File: src/hdl/esri_pkg.sv
package esri_pkg;
   // Register word addresses
   localparam logic [3:0] ADDR_FUNC_CFG = 4'h0;
   localparam logic [3:0] ADDR_IN_FN0 = 4'h1;
   localparam logic [3:0] ADDR_ROUTE0 = 4'h6;
   localparam logic [3:0] ADDR_STATUS = 4'hB;
   localparam logic [3:0] ADDR_MASK = 4'hC;
   localparam logic [3:0] ADDR_STATE = 4'hD;
   localparam logic [3:0] ADDR_REMAIN = 4'hE;
   localparam logic [3:0] ADDR_CONTROL = 4'hF;
   // Function configuration fields
   localparam int CFG_PULSE80 = 0;
   localparam int CFG_LATCH = 1;
   localparam int CFG_INHIB_ROUTE = 7;
   localparam logic [7:0] CFG_RESET = 8'h00;
   // Input function fields
   localparam int INF_ESTART = 0;
   localparam int INF_EXT_INHIB = 1;
   localparam int INF_EXT_TRIP = 2;
   // Routing source bits: protection trips, then start-up, then ext trip
   localparam int N_PROT = 8;
   localparam int SRC_MSTART = 8;
   localparam int SRC_EXT_TRIP = 9;
   localparam int N_SRC = 10;
   localparam logic [N_SRC-1:0] ROUTE_TRIP_RESET = 10'h0FF;
   // Status / mask bits
   localparam int ST_ESTART = 0;
   localparam int ST_INHIB = 1;
   localparam int ST_TRIP = 2;
   // Counts
   localparam int CTRL_CLR_LATCH = 0;
   localparam int N_DI = 5;
   localparam int N_OUT = 5;
   localparam int N_TRIP = 3;
   localparam int CLK_HZ = 10_000_000;
   localparam int TICK_HZ = 1_000;
   localparam int TICK_CYC = CLK_HZ / TICK_HZ;
   localparam int ESTART_MIN = 10;
   localparam int ESTART_MS = ESTART_MIN * 60 * 1000;
   localparam int PULSE_SHORT_MS = 40;
   localparam int PULSE_LONG_MS = 80;
   localparam logic [15:0] THERM_MARGIN = 16'h0001;
   localparam logic [15:0] CNT_MARGIN = 16'h0001;
   localparam int TEMP_RAISE_DIV = 10;
   typedef enum logic [1:0] {
      ESRI_ES_IDLE = 2'b00,
      ESRI_ES_RUN = 2'b01,
      ESRI_ES_HOLD = 2'b10
   } esri_es_e;
endpackage

File: src/hdl/esri_top.sv
// The strobed register port and the address map were decided locally.
`timescale 1ns/1ps
`default_nettype none
module esri_top #(
   parameter int TICK_CYCLES = esri_pkg::TICK_CYC,
   parameter int ESTART_TICKS = esri_pkg::ESTART_MS
) (
   input wire logic clk_sys_i, // System clock
   input wire logic rst_n_i, // Async reset, active low
   input wire logic [3:0] addr_i, // Register word address
   input wire logic [15:0] wdata_i, // Write data
   input wire logic wr_i, // Write strobe
   input wire logic rd_i, // Read strobe
   output logic [15:0] rdata_o, // Read data, cycle after strobe
   input wire logic [esri_pkg::N_DI-1:0] di_i, // Digital input pins
   input wire logic [esri_pkg::N_PROT-1:0] prot_trip_i, // Element trips
   input wire logic therm_inhib_i, // Thermal element inhibit
   input wire logic cnt_inhib_i, // Start-time counter inhibit
   input wire logic motor_start_i, // Motor start-up signal
   input wire logic [15:0] therm_limit_i, // Thermal inhibit level
   input wire logic [15:0] cnt_limit_i, // Counter inhibit value
   input wire logic [15:0] temp_a_set_i, // Temperature A trip set
   input wire logic [15:0] temp_b_set_i, // Temperature B trip set
   input wire logic [15:0] therm_rem_i, // Thermal time to restart
   input wire logic [15:0] cnt_rem_i, // Counter time to restart
   output logic trip_out_a_o, // Trip contact A
   output logic trip_out_b_o, // Trip contact B
   output logic trip_out_c_o, // Trip contact C
   output logic signal_out_a_o, // Signal contact A
   output logic signal_out_b_o, // Signal contact B
   output logic restart_inhib_o, // Restart inhibit level
   output logic estart_act_o, // Emergency start active
   output logic therm_preset_o, // Pulse: load thermal level
   output logic [15:0] therm_preset_val_o, // Thermal level to load
   output logic cnt_preset_o, // Pulse: load start-time counter
   output logic [15:0] cnt_preset_val_o, // Counter value to load
   output logic [16:0] temp_a_thr_o, // Effective temperature A trip
   output logic [16:0] temp_b_thr_o, // Effective temperature B trip
   output logic estart_event_o, // Pulse: emergency start event
   output logic irq_o // Interrupt, level
);
   import esri_pkg::*;

   localparam logic [13:0] TICK_LAST = 14'(TICK_CYCLES - 1);
   localparam logic [19:0] ES_LAST = 20'(ESTART_TICKS - 1);
   localparam logic [6:0] P_SHORT = 7'(PULSE_SHORT_MS);
   localparam logic [6:0] P_LONG = 7'(PULSE_LONG_MS);

   typedef struct packed {
      logic [N_DI-1:0] di_s1;
      logic [N_DI-1:0] di_s2;
      logic [13:0] pre;
      logic tick;
      esri_es_e es_state;
      logic [19:0] es_cnt;
      logic es_act;
      logic therm_pre;
      logic [15:0] therm_val;
      logic cnt_pre;
      logic [15:0] cnt_val;
      logic es_evt;
      logic [16:0] temp_a;
      logic [16:0] temp_b;
      logic [7:0] cfg;
      logic [N_DI-1:0][2:0] infn;
      logic [N_OUT-1:0][N_SRC-1:0] route;
      logic [N_OUT-1:0][6:0] pcnt;
      logic [N_OUT-1:0] src_d;
      logic [N_TRIP-1:0] latch;
      logic [N_OUT-1:0] outs;
      logic inhib;
      logic [2:0] stat;
      logic [2:0] mask;
      logic [15:0] remain;
      logic [15:0] rdata;
      logic irq;
   } esri_state_s;

   esri_state_s st_r;
   esri_state_s st_nxt;

   function automatic logic [16:0] esri_raise(input logic [15:0] v,
                                               input logic en);
      logic [16:0] r;
      r = {1'b0, v};
      if (en) begin
         r = r + 17'(v / 16'(TEMP_RAISE_DIV));
      end
      return r;
   endfunction

   function automatic logic [15:0] esri_below(input logic [15:0] lim,
                                              input logic [15:0] m);
      return (lim > m) ? lim - m : 16'h0000;
   endfunction

   // ---------------------------------------------------------------
   // Next-state logic
   // ---------------------------------------------------------------
   always_comb begin
      logic es_in;
      logic ext_inhib;
      logic ext_trip;
      logic any_trip;
      logic inh;
      logic [N_SRC-1:0] src;
      logic [N_OUT-1:0] want;
      logic [N_OUT-1:0] drv;
      logic [6:0] plen;
      logic [2:0] ev;
      logic [N_TRIP-1:0] lset;
      es_in = 1'b0;
      ext_inhib = 1'b0;
      ext_trip = 1'b0;
      any_trip = 1'b0;
      inh = 1'b0;
      src = '0;
      want = '0;
      drv = '0;
      plen = '0;
      ev = '0;
      lset = '0;
      st_nxt = st_r;

      st_nxt.di_s1 = di_i;
      st_nxt.di_s2 = st_r.di_s1;

      // Input functions per digital input
      for (int i = 0; i < N_DI; i++) begin
         es_in = es_in | (st_r.di_s2[i] & st_r.infn[i][INF_ESTART]);
         ext_inhib = ext_inhib |
                     (st_r.di_s2[i] & st_r.infn[i][INF_EXT_INHIB]);
         ext_trip = ext_trip | (st_r.di_s2[i] & st_r.infn[i][INF_EXT_TRIP]);
      end

      // Millisecond tick prescaler
      st_nxt.tick = 1'b0;
      if (st_r.pre == TICK_LAST) begin
         st_nxt.pre = '0;
         st_nxt.tick = 1'b1;
      end else begin
         st_nxt.pre = st_r.pre + 14'h0001;
      end

      // ---------------------------------------------------------------
      // Emergency start sequencer
      // ---------------------------------------------------------------
      st_nxt.therm_pre = 1'b0;
      st_nxt.cnt_pre = 1'b0;
      st_nxt.es_evt = 1'b0;
      unique case (st_r.es_state)
         ESRI_ES_IDLE: begin
            if (es_in) begin
               st_nxt.es_state = ESRI_ES_RUN;
               st_nxt.es_cnt = '0;
               st_nxt.therm_pre = 1'b1;
               st_nxt.therm_val = esri_below(therm_limit_i, THERM_MARGIN);
               st_nxt.cnt_pre = 1'b1;
               st_nxt.cnt_val = esri_below(cnt_limit_i, CNT_MARGIN);
               st_nxt.es_evt = 1'b1;
            end
         end
         ESRI_ES_RUN: begin
            if (st_r.tick) begin
               if (st_r.es_cnt == ES_LAST) begin
                  st_nxt.es_state = es_in ? ESRI_ES_HOLD : ESRI_ES_IDLE;
               end else begin
                  st_nxt.es_cnt = st_r.es_cnt + 20'h00001;
               end
            end
         end
         ESRI_ES_HOLD: begin
            if (!es_in) begin
               st_nxt.es_state = ESRI_ES_IDLE;
            end
         end
         default: begin
            st_nxt.es_state = ESRI_ES_IDLE;
         end
      endcase
      st_nxt.es_act = (st_nxt.es_state == ESRI_ES_RUN);

      st_nxt.temp_a = esri_raise(temp_a_set_i, st_r.es_act);
      st_nxt.temp_b = esri_raise(temp_b_set_i, st_r.es_act);

      // ---------------------------------------------------------------
      // Restart inhibit
      // ---------------------------------------------------------------
      any_trip = |prot_trip_i;
      inh = any_trip | therm_inhib_i | cnt_inhib_i |
            (ext_inhib & ~st_r.es_act);
      st_nxt.inhib = inh;
      st_nxt.remain = !st_r.inhib ? 16'h0000 :
                      (therm_rem_i > cnt_rem_i) ? therm_rem_i : cnt_rem_i;

      // ---------------------------------------------------------------
      // Output routing, minimum pulse, latching
      // ---------------------------------------------------------------
      src = '0;
      src[N_PROT-1:0] = prot_trip_i;
      src[SRC_MSTART] = motor_start_i;
      src[SRC_EXT_TRIP] = ext_trip;
      for (int o = 0; o < N_OUT; o++) begin
         want[o] = |(src & st_r.route[o]);
      end
      if (!st_r.cfg[CFG_INHIB_ROUTE]) begin
         want[N_TRIP-1] = st_r.inhib;
      end
      plen = st_r.cfg[CFG_PULSE80] ? P_LONG : P_SHORT;
      st_nxt.src_d = want;
      for (int o = 0; o < N_OUT; o++) begin
         if (want[o] && !st_r.src_d[o]) begin
            st_nxt.pcnt[o] = plen;
         end else if (st_r.tick && st_r.pcnt[o] != 7'h00) begin
            st_nxt.pcnt[o] = st_r.pcnt[o] - 7'h01;
         end
         drv[o] = want[o] | (st_r.pcnt[o] != 7'h00);
      end
      for (int t = 0; t < N_TRIP; t++) begin
         lset[t] = st_r.cfg[CFG_LATCH] & drv[t];
         if (lset[t]) begin
            st_nxt.latch[t] = 1'b1;
         end
         drv[t] = drv[t] | st_r.latch[t];
      end
      st_nxt.outs = drv;

      // ---------------------------------------------------------------
      // Register access
      // ---------------------------------------------------------------
      ev[ST_ESTART] = st_r.es_evt;
      ev[ST_INHIB] = st_nxt.inhib & ~st_r.inhib;
      ev[ST_TRIP] = |(drv[N_TRIP-1:0] & ~st_r.outs[N_TRIP-1:0]);
      st_nxt.rdata = '0;
      if (wr_i) begin
         if (addr_i == ADDR_FUNC_CFG) begin
            st_nxt.cfg = wdata_i[7:0];
         end
         if (addr_i == ADDR_STATUS) begin
            st_nxt.stat = st_r.stat & ~wdata_i[2:0];
         end
         if (addr_i == ADDR_MASK) begin
            st_nxt.mask = wdata_i[2:0];
         end
         if (addr_i == ADDR_CONTROL && wdata_i[CTRL_CLR_LATCH]) begin
            // A trip in the clear cycle keeps its latch
            st_nxt.latch = lset;
         end
         for (int i = 0; i < N_DI; i++) begin
            if (addr_i == ADDR_IN_FN0 + 4'(i)) begin
               st_nxt.infn[i] = wdata_i[2:0];
            end
         end
         for (int o = 0; o < N_OUT; o++) begin
            if (addr_i == ADDR_ROUTE0 + 4'(o)) begin
               st_nxt.route[o] = wdata_i[N_SRC-1:0];
            end
         end
      end
      st_nxt.stat = st_nxt.stat | ev;
      if (rd_i) begin
         if (addr_i == ADDR_FUNC_CFG) begin
            st_nxt.rdata = {8'h00, st_r.cfg};
         end
         if (addr_i == ADDR_STATUS) begin
            st_nxt.rdata = {13'h0000, st_r.stat};
         end
         if (addr_i == ADDR_MASK) begin
            st_nxt.rdata = {13'h0000, st_r.mask};
         end
         if (addr_i == ADDR_STATE) begin
            st_nxt.rdata = {4'h0, st_r.latch, st_r.outs, st_r.es_state,
                            st_r.es_act, st_r.inhib};
         end
         if (addr_i == ADDR_REMAIN) begin
            st_nxt.rdata = st_r.remain;
         end
         for (int i = 0; i < N_DI; i++) begin
            if (addr_i == ADDR_IN_FN0 + 4'(i)) begin
               st_nxt.rdata = {13'h0000, st_r.infn[i]};
            end
         end
         for (int o = 0; o < N_OUT; o++) begin
            if (addr_i == ADDR_ROUTE0 + 4'(o)) begin
               st_nxt.rdata = {6'h00, st_r.route[o]};
            end
         end
      end
      st_nxt.irq = |(st_nxt.stat & st_nxt.mask);
   end

   // ---------------------------------------------------------------
   // State register
   // ---------------------------------------------------------------
   always_ff @(posedge clk_sys_i or negedge rst_n_i) begin
      if (!rst_n_i) begin
         st_r <= '0;
         st_r.es_state <= ESRI_ES_IDLE;
         st_r.cfg <= CFG_RESET;
         for (int o = 0; o < N_TRIP; o++) begin
            st_r.route[o] <= ROUTE_TRIP_RESET;
         end
      end else begin
         st_r <= st_nxt;
      end
   end

   assign rdata_o = st_r.rdata;
   assign trip_out_a_o = st_r.outs[0];
   assign trip_out_b_o = st_r.outs[1];
   assign trip_out_c_o = st_r.outs[2];
   assign signal_out_a_o = st_r.outs[3];
   assign signal_out_b_o = st_r.outs[4];
   assign restart_inhib_o = st_r.inhib;
   assign estart_act_o = st_r.es_act;
   assign therm_preset_o = st_r.therm_pre;
   assign therm_preset_val_o = st_r.therm_val;
   assign cnt_preset_o = st_r.cnt_pre;
   assign cnt_preset_val_o = st_r.cnt_val;
   assign temp_a_thr_o = st_r.temp_a;
   assign temp_b_thr_o = st_r.temp_b;
   assign estart_event_o = st_r.es_evt;
   assign irq_o = st_r.irq;
endmodule
`default_nettype wire

File: config.mk
export PLATFORM = sky130hd
export DESIGN_NAME = esri_top
export DESIGN_NICKNAME = d
export VERILOG_FILES = /design/src/hdl/esri_pkg.sv /design/src/hdl/esri_top.sv
export SDC_FILE = /design/constraint.sdc
export NUM_CORES = 1
export LEC_CHECK = 0
export ABC_CLOCK_PERIOD_IN_PS = 6450
export BUFFER_PORTS_ARGS = -buffer_cell sky130_fd_sc_hd__buf_2
export CORE_AREA = 2 2 185 187
export CTS_CLUSTER_SIZE = 28
export DETAILED_ROUTE_END_ITERATION = 6
export DIE_AREA = 0 0 187 189
export PLACE_DENSITY = 0.76
export SLEW_MARGIN = 20
export SYNTH_ARGS = -nofsm -noshare
export SYNTH_HDL_FRONTEND = slang
export SYNTH_SLANG_ARGS = --single-unit
File: constraint.sdc
create_clock -name clk_sys_i -period 6.45 [get_ports clk_sys_i]
set_input_delay 0.645 -clock clk_sys_i [delete_from_list [all_inputs] [get_ports clk_sys_i]]
set_output_delay 0.645 -clock clk_sys_i [all_outputs]
set_load 0.01 [all_outputs]
==> flow_metrics.tcl, run 1 <==
set metrics [dict create \
    syn-mean-instance-area_um2 9.05 \
    report.final.hold_viol_count 0 \
    synth_edf_count 0 \
    cts_root_buf "sky130_fd_sc_hd__clkbuf_16" \
    most_used_dff_post_synth "sky130_fd_sc_hd__dfrtp_1" \
    io-pin-count 229 \
    reg2reg_slack_ps 2920 \
    final_core_density_pct 69.3 \
    critPathCaptureType "flop" \
    grt_remaining_overflow 0 \
    synth_top_cells_by_area "sky130_fd_sc_hd__dfrtp_1 35%, sky130_fd_sc_hd__mux2_2 5.5%, sky130_fd_sc_hd__nor2_1 3.9%" \
    timing.final.crit_period_ps 6740 \
    cts_sinks 276 \
    timing.hold.ws_ps 180 \
    totalNegativeSetupSlack_ps -1600 \
    nNetsFinal 2526 \
    clk_pin_slew_ps 60 \
    cts_tree "built" \
    period_share_pct 105 \
    crit_path_max_fanout 9 \
    insertion_delay_to_the_later_sink_of_the_worst_skew_pair_ps 570 \
    arrival_ps 7180 \
    floorplan.core_area_um2 33300 \
    detailroute.via_count 17100 \
    holdCritPathClass "input port to flop" \
    total_die_area_um2 35300 \
    dpl-instance-area_um2 20300 \
    run_status "finished, violations left" \
    detail_route.iter0.violations 1649 \
    yosys.area.top_type_share_pct 34.8 \
    synth.yosys.seq_area_share_pct 38.3 \
    violations "design-rule violations, negative setup slack" \
    height_of_the_die_um 189 \
    ys_async_sr_fraction_pct 100 \
    slowest_delay_ps 520 \
    finalWorstSetupSlack_ps -292 \
    worst_clock_skew_ps 22.1 \
    wire_length_of_the_first_global_routing_pass_mm 82.8 \
    drt_wl_total_mm 53.8 \
    p_seq_share_pct 35.2 \
    gpl.final_weighted_congestion 0.956 \
    startpoint_type "input port" \
    synth_nets 2194 \
    post_route_cells_drive_above_1_share_pct 35.5 \
    internal-power_mw 4.52 \
    yosysUniqueCellTypes 109 \
    synthDominantAreaCellType "sky130_fd_sc_hd__dfrtp_1" \
    htree_levels 1 \
    worstMarginPinSlew_ps 965 \
    slew_headroom_pct 35.3 \
    first_global_vias 16200 \
    grt_use_total_pct 28.1 \
    dp_cells 2676 \
    power.static_leakage_nw 10.4 \
    ys_seq_elements 276 \
    cpMaxStageDelayCell "sky130_fd_sc_hd__or4_4" \
    switching_share_pct 34.1 \
    hpwlAfterDp_mm 36.2 \
    firstDrtPassIters 7 \
    stdcell_area_um2 23100 \
    start_util_pct 54.4 \
    drt-vias-per-instance 6.11 \
    report.power.total_mw 6.86 \
    routedWlPerCell_um 19.2 \
    timing_worst_setup_path_type "input port to flop" \
    grt_antenna_before_repair 4 \
    pwr-share-comb_pct 38.7 \
    worst-endpoint-required_ps 6890 \
    numPortBuffers 222 \
    clock.fmax_ghz 0.148 \
    area_growth_pct 27.3 \
    power_share_of_the_clock_group_pct 26.1 \
    rsz0062_at_grt "yes" \
    power.ir.vdd_worst_mv 0.236 \
    maxCapViolCount 0 \
    rows 67 \
    clock_buffers_created_by_tritoncts 30 \
    power_density_nw_per_um2 297 \
    p_sw_mw 2.34 \
    post_layout_nonfiller_instances 2806 \
    drc 12 \
    timing.hold.worst_path_depth 1 \
    register_to_register_path_depth 13 \
    synth_cells 2001 \
    final-setup-viol-count 11 \
    final_antenna_net_count 0 \
    dpl_worst_slack_ps -825 \
    grt_start_max_net_pins 143 \
    floorplan.die.width_um 187 \
    netlist_area_um2 18100 \
    synthesis.yosys.warnings 0 \
    drv_slew 0 \
    ctsLongestPathBuffers 3 \
]
==> flip-flops by register name, summed over array words and instances (netlist names) <==
name	cells
trip_out_c_o	1
therm_preset_val_o	16
irq_o	1
temp_b_thr_o	17
st_r	180
signal_out_b_o	1
cnt_preset_o	1
cnt_preset_val_o	16
trip_out_b_o	1
trip_out_a_o	1
st_nxt	5
signal_out_a_o	1
estart_act_o	1
restart_inhib_o	1
temp_a_thr_o	17
rdata_o	16
==> critical path: cells and delay by family <==
family | cells | cell delay (ps)
AO/OA/AOI/OAI | 16 | 2880
XOR/XNOR | 1 | 160
adder cells (fa/ha/maj) | 3 | 860
buffers and inverters | 6 | 550
AND/OR/NAND/NOR | 11 | 2080
==> power groups by stage <==
stage	combinational [mW]	sequential (mW)	clock [mW]
5_1_grt	2.88	2.45	1.90
4_1_cts	2.34	2.40	1.82
2_1_floorplan	1.64	2.34	0
3_5_place_dp	2.20	2.43	0
6_report	2.65	2.41	1.79
3_3_place_gp	2.14	2.41	0
==> layer usage <==
layer	vias to the layer above	track usage, %	part of all wire (%)
met5	-	0	0.063
met1	8327	36.7	40
met2	803	47.6	48
met4	6	10.3	4.0
li1	7826	-	-
met3	174	4.23	7.4
==> synth_stat cells (13+ instances only) <==
library cell               number
sky130_fd_sc_hd__mux2i_1       25
sky130_fd_sc_hd__dfstp_2       24
sky130_fd_sc_hd__o21ai_0      122
sky130_fd_sc_hd__a221oi_1      13
sky130_fd_sc_hd__dfrtp_1      252
sky130_fd_sc_hd__nand4_1       25
sky130_fd_sc_hd__ha_1          55
sky130_fd_sc_hd__a22oi_1       33
sky130_fd_sc_hd__clkbuf_1      63
sky130_fd_sc_hd__a211oi_1      19
sky130_fd_sc_hd__inv_1         97
sky130_fd_sc_hd__nand3_1       51
sky130_fd_sc_hd__nor3_1        65
sky130_fd_sc_hd__nand2b_1      23
sky130_fd_sc_hd__a21o_1        15
sky130_fd_sc_hd__xnor2_1       68
sky130_fd_sc_hd__nor2b_1       20
sky130_fd_sc_hd__buf_4         92
sky130_fd_sc_hd__nand2_1      168
sky130_fd_sc_hd__mux2_2        88
sky130_fd_sc_hd__a21oi_1       91
sky130_fd_sc_hd__or4_1         13
sky130_fd_sc_hd__a31oi_1       19
sky130_fd_sc_hd__nor4_1        29
sky130_fd_sc_hd__or3_1         19
sky130_fd_sc_hd__nor2_1       187
sky130_fd_sc_hd__xor2_1        44
==> cell families (layout without fill, tap and decap cells) <==
group / after synthesis / count (layout) / synth area share [%]
adders and majority gates: 61 / 61 / 4.25
xor gates and xnor gates: 113 / 113 / 5.54
DFF: 276 / 276 / 38.3
and+or+nand+nor: 681 / 681 / 18.8
other: 0 / 1 / 0
muxes: 116 / 116 / 7.22
buffers and inverters: 278 / 634 / 7.95
AOI/OAI and AO/OA: 476 / 476 / 17.9
==> cell usage in the layout, fill, tap and decap left out, types with 33 or more instances in the layout <==
cell type                 instances
sky130_fd_sc_hd__a21oi_1         67
sky130_fd_sc_hd__a22oi_1         33
sky130_fd_sc_hd__buf_2          211
sky130_fd_sc_hd__buf_4          221
sky130_fd_sc_hd__dfrtp_1        251
sky130_fd_sc_hd__ha_1            53
sky130_fd_sc_hd__inv_1           90
sky130_fd_sc_hd__mux2_2          87
sky130_fd_sc_hd__nand2_1        166
sky130_fd_sc_hd__nand3_1         48
sky130_fd_sc_hd__nor2_1         182
sky130_fd_sc_hd__nor3_1          55
sky130_fd_sc_hd__o21ai_0        104
sky130_fd_sc_hd__xnor2_1         63
sky130_fd_sc_hd__xor2_1          42
==> area by class of cell <==
class | count | area (um2)
Tap cell | 448 | 561
Clock buffer | 40 | 838
Fill cell | 2435 | 10200
Timing Repair Buffer | 471 | 3290
Inverter | 106 | 409
Multi-Input combinational cell | 1447 | 10800
Sequential cell | 276 | 6940
Timing Repair inverter | 1 | 5.00
Clock inverter | 16 | 206
Antenna cell | 1 | 2.50
==> path summary, 6_finish.rpt <==
path	start	to
max in group asynchronous	rst_n_i	temp_a_thr_o[7]
worst max register to register	st_r[138]	st_r[248]
min in group asynchronous	rst_n_i	rdata_o[13]
worst min-delay path	di_i[0]	st_nxt[268]
worst min register to register	st_nxt[268]	st_r[268]
worst max-delay path	temp_a_set_i[12]	temp_a_thr_o[14]
==> repair_timing <==
action | 4_1_cts | 5_1_grt
gates resized for setup | 38 | 199
hold endpoints to repair | 0 | 27
setup buffers | 29 | 40
cloned | 0 | 4
hold buffers | 0 | 1
pin swaps | 28 | 105
endpoints found under the setup margin | 12 | 19
No activity file was read; power rests on OpenSTA's default activity.
==> inputs of run 2 (changes only) <==
==> config.mk (replaced) <==
export PLATFORM = sky130hd
export DESIGN_NAME = esri_top
export DESIGN_NICKNAME = d
export VERILOG_FILES = /design/src/hdl/esri_pkg.sv /design/src/hdl/esri_top.sv
export SDC_FILE = /design/constraint.sdc
export NUM_CORES = 1
export LEC_CHECK = 0
export ABC_AREA = 1
export ABC_CLOCK_PERIOD_IN_PS = 6450
export CORE_AREA = 2 2 178 180
export CTS_CLUSTER_DIAMETER = 80
export CTS_CLUSTER_SIZE = 28
export DETAILED_ROUTE_END_ITERATION = 6
export DIE_AREA = 0 0 180 182
export DONT_BUFFER_PORTS = 1
export PLACE_DENSITY = 0.69
export SLEW_MARGIN = 20
export SYNTH_ARGS = -nofsm -noshare
export SYNTH_HDL_FRONTEND = slang
export SYNTH_SLANG_ARGS = --single-unit
==> flow_metrics.tcl, run 2 <==
set metrics [dict create \
    routedWlPerCell_um 15.9 \
    synth.yosys.seq_area_share_pct 41.5 \
    timing.critical_path.buf_inv 18 \
    clk_pin_slew_ps 100 \
    yosysUniqueCellTypes 51 \
    largest_register "st_r" \
    synth-compound-area-share_pct 14.0 \
    clock.fmax_ghz 0.147 \
    most_used_dff_post_synth "sky130_fd_sc_hd__dfrtp_1" \
    area_growth_pct 14.9 \
    synthesis.yosys.warnings 0 \
    pwr-share-comb_pct 55.1 \
    final-setup-viol-count 11 \
    library_cell_appearing_most_often_on_the_critical_path "sky130_fd_sc_hd__nand2_4" \
    cpMaxStageDelayCell "sky130_fd_sc_hd__ha_2" \
    final_antenna_net_count 0 \
    antenna_cells_inserted 0 \
    maxCapViolCount 0 \
    period_share_pct 106 \
    first_global_vias 14100 \
    numPortBuffers 0 \
    ctsLongestPathBuffers 3 \
    ys_async_sr_fraction_pct 100 \
    critPathCaptureType "flop" \
    synth_fa_ha_area_share_pct 4.36 \
    io-pin-count 229 \
    combinational_family_with_the_most_area_after_synthesis "simple AND/OR/NAND/NOR gates" \
    gpl.final_weighted_congestion 0.920 \
    most-common-layout-cells "400 x sky130_fd_sc_hd__nand2_1, 252 x sky130_fd_sc_hd__dfrtp_1, 233 x sky130_fd_sc_hd__inv_1, 188 x sky130_fd_sc_hd__o21ai_0, 154 x sky130_fd_sc_hd__buf_4" \
    worstMarginPinSlew_ps 937 \
    report.power.total_mw 8.62 \
    run_status "finished, violations left" \
    regToRegStartpoint "st_r[232]" \
    grt_antenna_before_repair 0 \
    rows 65 \
    synth_cells 2131 \
    drc 0 \
    power.static_leakage_nw 9.22 \
    insertion_delay_to_the_later_sink_of_the_worst_skew_pair_ps 550 \
    clock_buffers_created_by_tritoncts 18 \
    total_die_area_um2 32800 \
    layout.cells.most_common "sky130_fd_sc_hd__nand2_1" \
    syn-mean-instance-area_um2 7.83 \
    slowest_delay_ps 190 \
    detail_route.iter0.violations 945 \
    synth_top_cells_by_area "sky130_fd_sc_hd__dfrtp_1 38%, sky130_fd_sc_hd__nand2_1 10%, sky130_fd_sc_hd__o21ai_0 6.2%" \
    floorplan.die.width_um 180 \
    grt_use_total_pct 24.0 \
    crit_path_max_fanout 5 \
    nNetsFinal 2377 \
    power_share_of_the_clock_group_pct 15.0 \
    post_route_cells_drive_above_1_share_pct 22.0 \
    power.ir.vdd_worst_mv 0.255 \
    dpl_worst_slack_ps -769 \
    htree_levels 1 \
    arrival_ps 7270 \
    drt-vias-per-instance 5.49 \
    height_of_the_die_um 182 \
    worst-endpoint-required_ps 6900 \
    cts_sinks 276 \
    synthDominantAreaCellType "sky130_fd_sc_hd__dfrtp_1" \
    timing.hold.ws_ps -218 \
    largest_reg_flops 180 \
    wire_length_of_the_first_global_routing_pass_mm 66.7 \
    slew_headroom_pct 37.3 \
    grt_start_max_net_pins 277 \
    r2r-end "st_r[249]" \
    timing.final.crit_period_ps 6820 \
    multiplexer_fraction_of_the_synthesized_cell_area_pct 0.0675 \
    synth_xor_area_share_pct 4.09 \
    start_util_pct 53.9 \
    internal-power_mw 5.01 \
    yosys.area.top_type_share_pct 37.8 \
    yosys.cell_count.top_type "sky130_fd_sc_hd__nand2_1" \
    startpoint_type "input port" \
    floorplan.core_area_um2 31000 \
    synth_edf_count 0 \
    grt_remaining_overflow 0 \
    power_density_nw_per_um2 449 \
    reg2reg_slack_ps 3360 \
    register_to_register_path_depth 15 \
    hpwlAfterDp_mm 28.0 \
    detailroute.via_count 14300 \
    violations "negative hold slack, negative setup slack" \
    cts_root_buf "sky130_fd_sc_hd__clkbuf_16" \
    report.final.hold_viol_count 252 \
    p_sw_mw 3.60 \
    worst_clock_skew_ps 40.8 \
    switching_share_pct 41.8 \
    synth.top_cells.by_count "457 x sky130_fd_sc_hd__nand2_1, 252 x sky130_fd_sc_hd__dfrtp_1, 241 x sky130_fd_sc_hd__inv_1" \
    synth_nets 2324 \
    netlist_area_um2 16700 \
    finalWorstSetupSlack_ps -367 \
    drt_wl_total_mm 41.3 \
    ys_seq_elements 276 \
    worst_path_dominant_cell_family "simple AND/OR/NAND/NOR gates" \
    cts_tree "built" \
    totalNegativeSetupSlack_ps -2410 \
    holdCritPathClass "input port to async pin" \
    synth_simple_gate_area_share_pct 25.1 \
    p_seq_share_pct 29.9 \
    timing_worst_setup_path_type "input port to flop" \
    drv_slew 0 \
    rsz0062_at_grt "yes" \
    firstDrtPassIters 5 \
]
==> run 2: worst register-to-register path, delay by kind of cell, from the launching register on <==
kind | cells | cell delay [ps]
compound gates | 3 | 710
simple gates | 9 | 1440
fa+ha+maj | 1 | 190
flops | 1 | 380
buf+inv | 2 | 280
==> run 2: what timing repair did <==
item                                    4_1_cts  5_1_grt
setup buffers                                61       34
endpoints found under the setup margin       10       23
gates resized for setup                      62      160
pin swaps                                    34       79
endpoints found under the hold margin       275      273
==> run 2: metal layers <==
| layer | vias up | wire length, um | global-route usage [%] | part of all wire [%] |
|---|---|---|---|---|
| met5 | - | 0 | 0 | 0 |
| met1 | 6770 | 17700 | 32.4 | 43 |
| li1 | 7011 | - | - | - |
| met2 | 401 | 20000 | 40.5 | 49 |
| met4 | 0 | 973 | 6.28 | 2.4 |
| met3 | 73 | 2550 | 3.87 | 6.2 |
==> run 2: power by group through the flow <==
stage	registers, mW	logic (mW)	clock network (mW)
after CTS	2.57	3.94	1.33
after global placement	2.59	3.24	0
after detailed placement	2.60	3.37	0
after floorplan	2.39	2.77	0
final	2.57	4.75	1.29
after global routing	2.62	5.26	1.40
==> run 2: through the flow <==
step | instance area, um2 | utilization, % | instances
6_report | 19200 | 61.9 | 2598
5_1_grt | 19200 | 61.9 | 2598
4_1_cts | 18400 | 59.5 | 2581
3_5_place_dp | 17100 | 55.2 | 2488
3_3_place_gp | 17100 | 55.1 | 2488
2_1_floorplan | 16700 | - | 2131
==> run 2: how the worst max path moves through the flow <==
stage	start	endpoint	slack, ps	depth (start not counted)
2_1_floorplan	temp_a_set_i[15]	temp_a_thr_o[14]	-130	74
3_5_place_dp	temp_a_set_i[13]	temp_a_thr_o[15]	-770	70
4_1_cts	temp_a_set_i[15]	temp_a_thr_o[14]	-50	73
6_report	temp_b_set_i[14]	temp_b_thr_o[6]	-370	70
3_3_place_gp	temp_a_set_i[15]	temp_a_thr_o[15]	-620	71
5_1_grt	temp_b_set_i[14]	temp_b_thr_o[16]	-1000	68
==> run 2: final cells by class <==
class,instances,area (um2)
fill,2605,11800
multi-input combinational,1455,8840
sequential,276,6940
timing repair buffer,158,1200
inverter,275,1050
tap,402,503
clock buffer,21,482
clock inverter,11,161
==> run 2: kinds of logic (layout without fill, tap and decap cells) <==
kind of cell	Yosys count	count (layout)
simple gates	916	916
compound gates	403	403
buf+inv	400	465
flops	276	276
xor+xnor	78	78
fa+ha+maj	57	57
mux	1	1
==> inputs of run 3 (changes only) <==
==> config.mk (replaced) <==
export PLATFORM = sky130hd
export DESIGN_NAME = esri_top
export DESIGN_NICKNAME = d
export VERILOG_FILES = /design/src/hdl/esri_pkg.sv /design/src/hdl/esri_top.sv
export SDC_FILE = /design/constraint.sdc
export NUM_CORES = 1
export LEC_CHECK = 0
export ABC_CLOCK_PERIOD_IN_PS = 6450
export BUFFER_PORTS_ARGS = -buffer_cell sky130_fd_sc_hd__buf_2
export CORE_AREA = 2 2 185 187
export CTS_CLUSTER_DIAMETER = 80
export CTS_CLUSTER_SIZE = 28
export DETAILED_ROUTE_END_ITERATION = 6
export DIE_AREA = 0 0 187 189
export PLACE_DENSITY = 0.76
export SKIP_LAST_GASP = 1
export SLEW_MARGIN = 20
export SYNTH_ARGS = -nofsm -noshare
export SYNTH_HDL_FRONTEND = slang
export SYNTH_SLANG_ARGS = --single-unit
==> flow_metrics.tcl, run 3 (synthesis gave the netlist of run 1 again) <==
set metrics [dict create \
    detail_route.iter0.violations 1594 \
    drt_wl_total_mm 51.9 \
    worstMarginPinSlew_ps 969 \
    height_of_the_die_um 189 \
    io-pin-count 229 \
    cts_root_buf "sky130_fd_sc_hd__clkbuf_16" \
    nNetsFinal 2482 \
    final_core_density_pct 67.1 \
    finalWorstSetupSlack_ps -202 \
    clock_buffers_created_by_tritoncts 18 \
    final_antenna_net_count 0 \
    timing.final.crit_period_ps 6650 \
    clock.fmax_ghz 0.150 \
    cts_sinks 276 \
    hpwlAfterDp_mm 36.2 \
    grt_start_max_net_pins 143 \
    rsz0062_at_grt "yes" \
    insertion_delay_to_the_later_sink_of_the_worst_skew_pair_ps 540 \
    period_share_pct 103 \
    dp_cells 2676 \
    gpl.final_weighted_congestion 0.956 \
    report.final.hold_viol_count 0 \
    worst_clock_skew_ps 26.5 \
    critPathCaptureType "flop" \
    largest_reg_flops 180 \
    wire_length_of_the_first_global_routing_pass_mm 81.0 \
    maxCapViolCount 0 \
    post_layout_nonfiller_instances 2749 \
    run_status "finished, violations left" \
    grt_antenna_before_repair 4 \
    register_to_register_path_depth 13 \
    routed-wl-met2_mm 25.0 \
    met3RoutedLength_mm 3.55 \
    area_growth_pct 23.3 \
    largest_register "st_r" \
    cpMaxStageDelayCell "sky130_fd_sc_hd__or4_4" \
    stdcell_area_um2 22300 \
    firstDrtPassIters 6 \
    violations "negative setup slack" \
    routedWlPerCell_um 18.9 \
    totalNegativeSetupSlack_ps -923 \
    htree_levels 1 \
    ctsLongestPathBuffers 3 \
    cts_tree "built" \
    power_density_nw_per_um2 281 \
    drv_slew 0 \
    detailroute.via_count 16700 \
    timing.hold.worst_path_depth 1 \
    post_route_cells_drive_above_1_share_pct 33.6 \
    power.static_leakage_nw 10.0 \
    layout.cells.most_common "sky130_fd_sc_hd__dfrtp_1" \
    dpl-instance-area_um2 20300 \
    slew_headroom_pct 35.1 \
    final-setup-viol-count 6 \
    grt_remaining_overflow 0 \
    clk_pin_slew_ps 100 \
    timing_worst_setup_path_type "input port to flop" \
    holdCritPathClass "input port to flop" \
    start_util_pct 54.4 \
    crit_path_max_fanout 8 \
    rows 67 \
    slowest_delay_ps 530 \
    numPortBuffers 222 \
    floorplan.core_area_um2 33300 \
    drt-vias-per-instance 6.09 \
    report.power.total_mw 6.27 \
    wl_met1_mm 21.4 \
    startpoint_type "input port" \
    drc 0 \
    top_signal_layer_used "met5" \
    grt_use_total_pct 27.6 \
    antenna_cells_inserted 0 \
    power.ir.vdd_worst_mv 0.239 \
    total_die_area_um2 35300 \
    first_global_vias 15900 \
    most-common-layout-cells "251 x sky130_fd_sc_hd__dfrtp_1, 211 x sky130_fd_sc_hd__buf_2, 190 x sky130_fd_sc_hd__buf_4, 182 x sky130_fd_sc_hd__nor2_1, 166 x sky130_fd_sc_hd__nand2_1" \
    worst-endpoint-required_ps 6870 \
    floorplan.die.width_um 187 \
    arrival_ps 7070 \
]
-- run 3: changes by cell type in the layout (fill, tap and decap cells not counted), sizes merged, moves of 24 or more --
cell | before | now
nor2 | 130 | 192
buf | 158 | 435
a22oi | 4 | 33
mux2i | 0 | 25
nand2 | 536 | 169
nor3 | 40 | 68
nand2b | 0 | 24
o21ai | 214 | 129
xnor2 | 21 | 68
mux2 | 1 | 88
inv | 280 | 108
nand3 | 169 | 51
-- run 3: critical path: cells and delay by family --
family | cells | cell delay, ps
compound gates | 14 | 2320
fa+ha+maj | 3 | 860
xor+xnor | 1 | 160
buf+inv | 6 | 580
simple gates | 13 | 2480
-- run 3: final timing paths --
kind,from,slack [ps],to
worst max-delay path,temp_a_set_i[12],-200,temp_a_thr_o[14]
min in group asynchronous,rst_n_i,600,st_r[18]
worst min register to register,st_nxt[268],360,st_r[268]
worst max register to register,st_r[138],2900,st_r[248]
worst min-delay path,di_i[0],210,st_nxt[268]
max in group asynchronous,rst_n_i,4730,temp_b_thr_o[15]
-- run 3: where the power goes --
group / switching, mW / internal [mW]
Clock: 0.719 / 0.651
Combinational: 1.30 / 1.19
Sequential: 0.257 / 2.15
Total: 2.28 / 4.00
-- run 3: cell type report --
type / count / area (um2)
Fill cell: 2561 / 10900
Multi-Input combinational cell: 1447 / 10700
Sequential cell: 276 / 6940
Timing Repair Buffer: 439 / 3040
Tap cell: 448 / 561
Clock buffer: 22 / 497
Inverter: 106 / 405
Clock inverter: 10 / 189
Timing Repair inverter: 1 / 5.00
-- run 3: stage by stage --
stage               setup WS, ps  hold slack, ps
floorplan                   -273             331
global route                -464             194
finish                      -202             215
detailed placement          -825             336
global placement            -666             333
CTS                        -59.9             191
-- run 3: per-layer routing --
metal | vias up | global-route usage (%)
li1 | 7708 | -
met1 | 8180 | 36.6
met2 | 706 | 46.6
met3 | 138 | 3.86
met4 | 6 | 9.16
met5 | - | 0
-- run 3: repair_timing --
| item | in CTS | in global routing |
|---|---|---|
| hold buffers | 0 | 1 |
| gates cloned | 0 | 4 |
| pin swaps | 23 | 72 |
| hold endpoints to repair | 0 | 7 |
| buffers inserted | 14 | 24 |
| resized for setup | 53 | 160 |
| setup endpoints to repair | 12 | 17 |
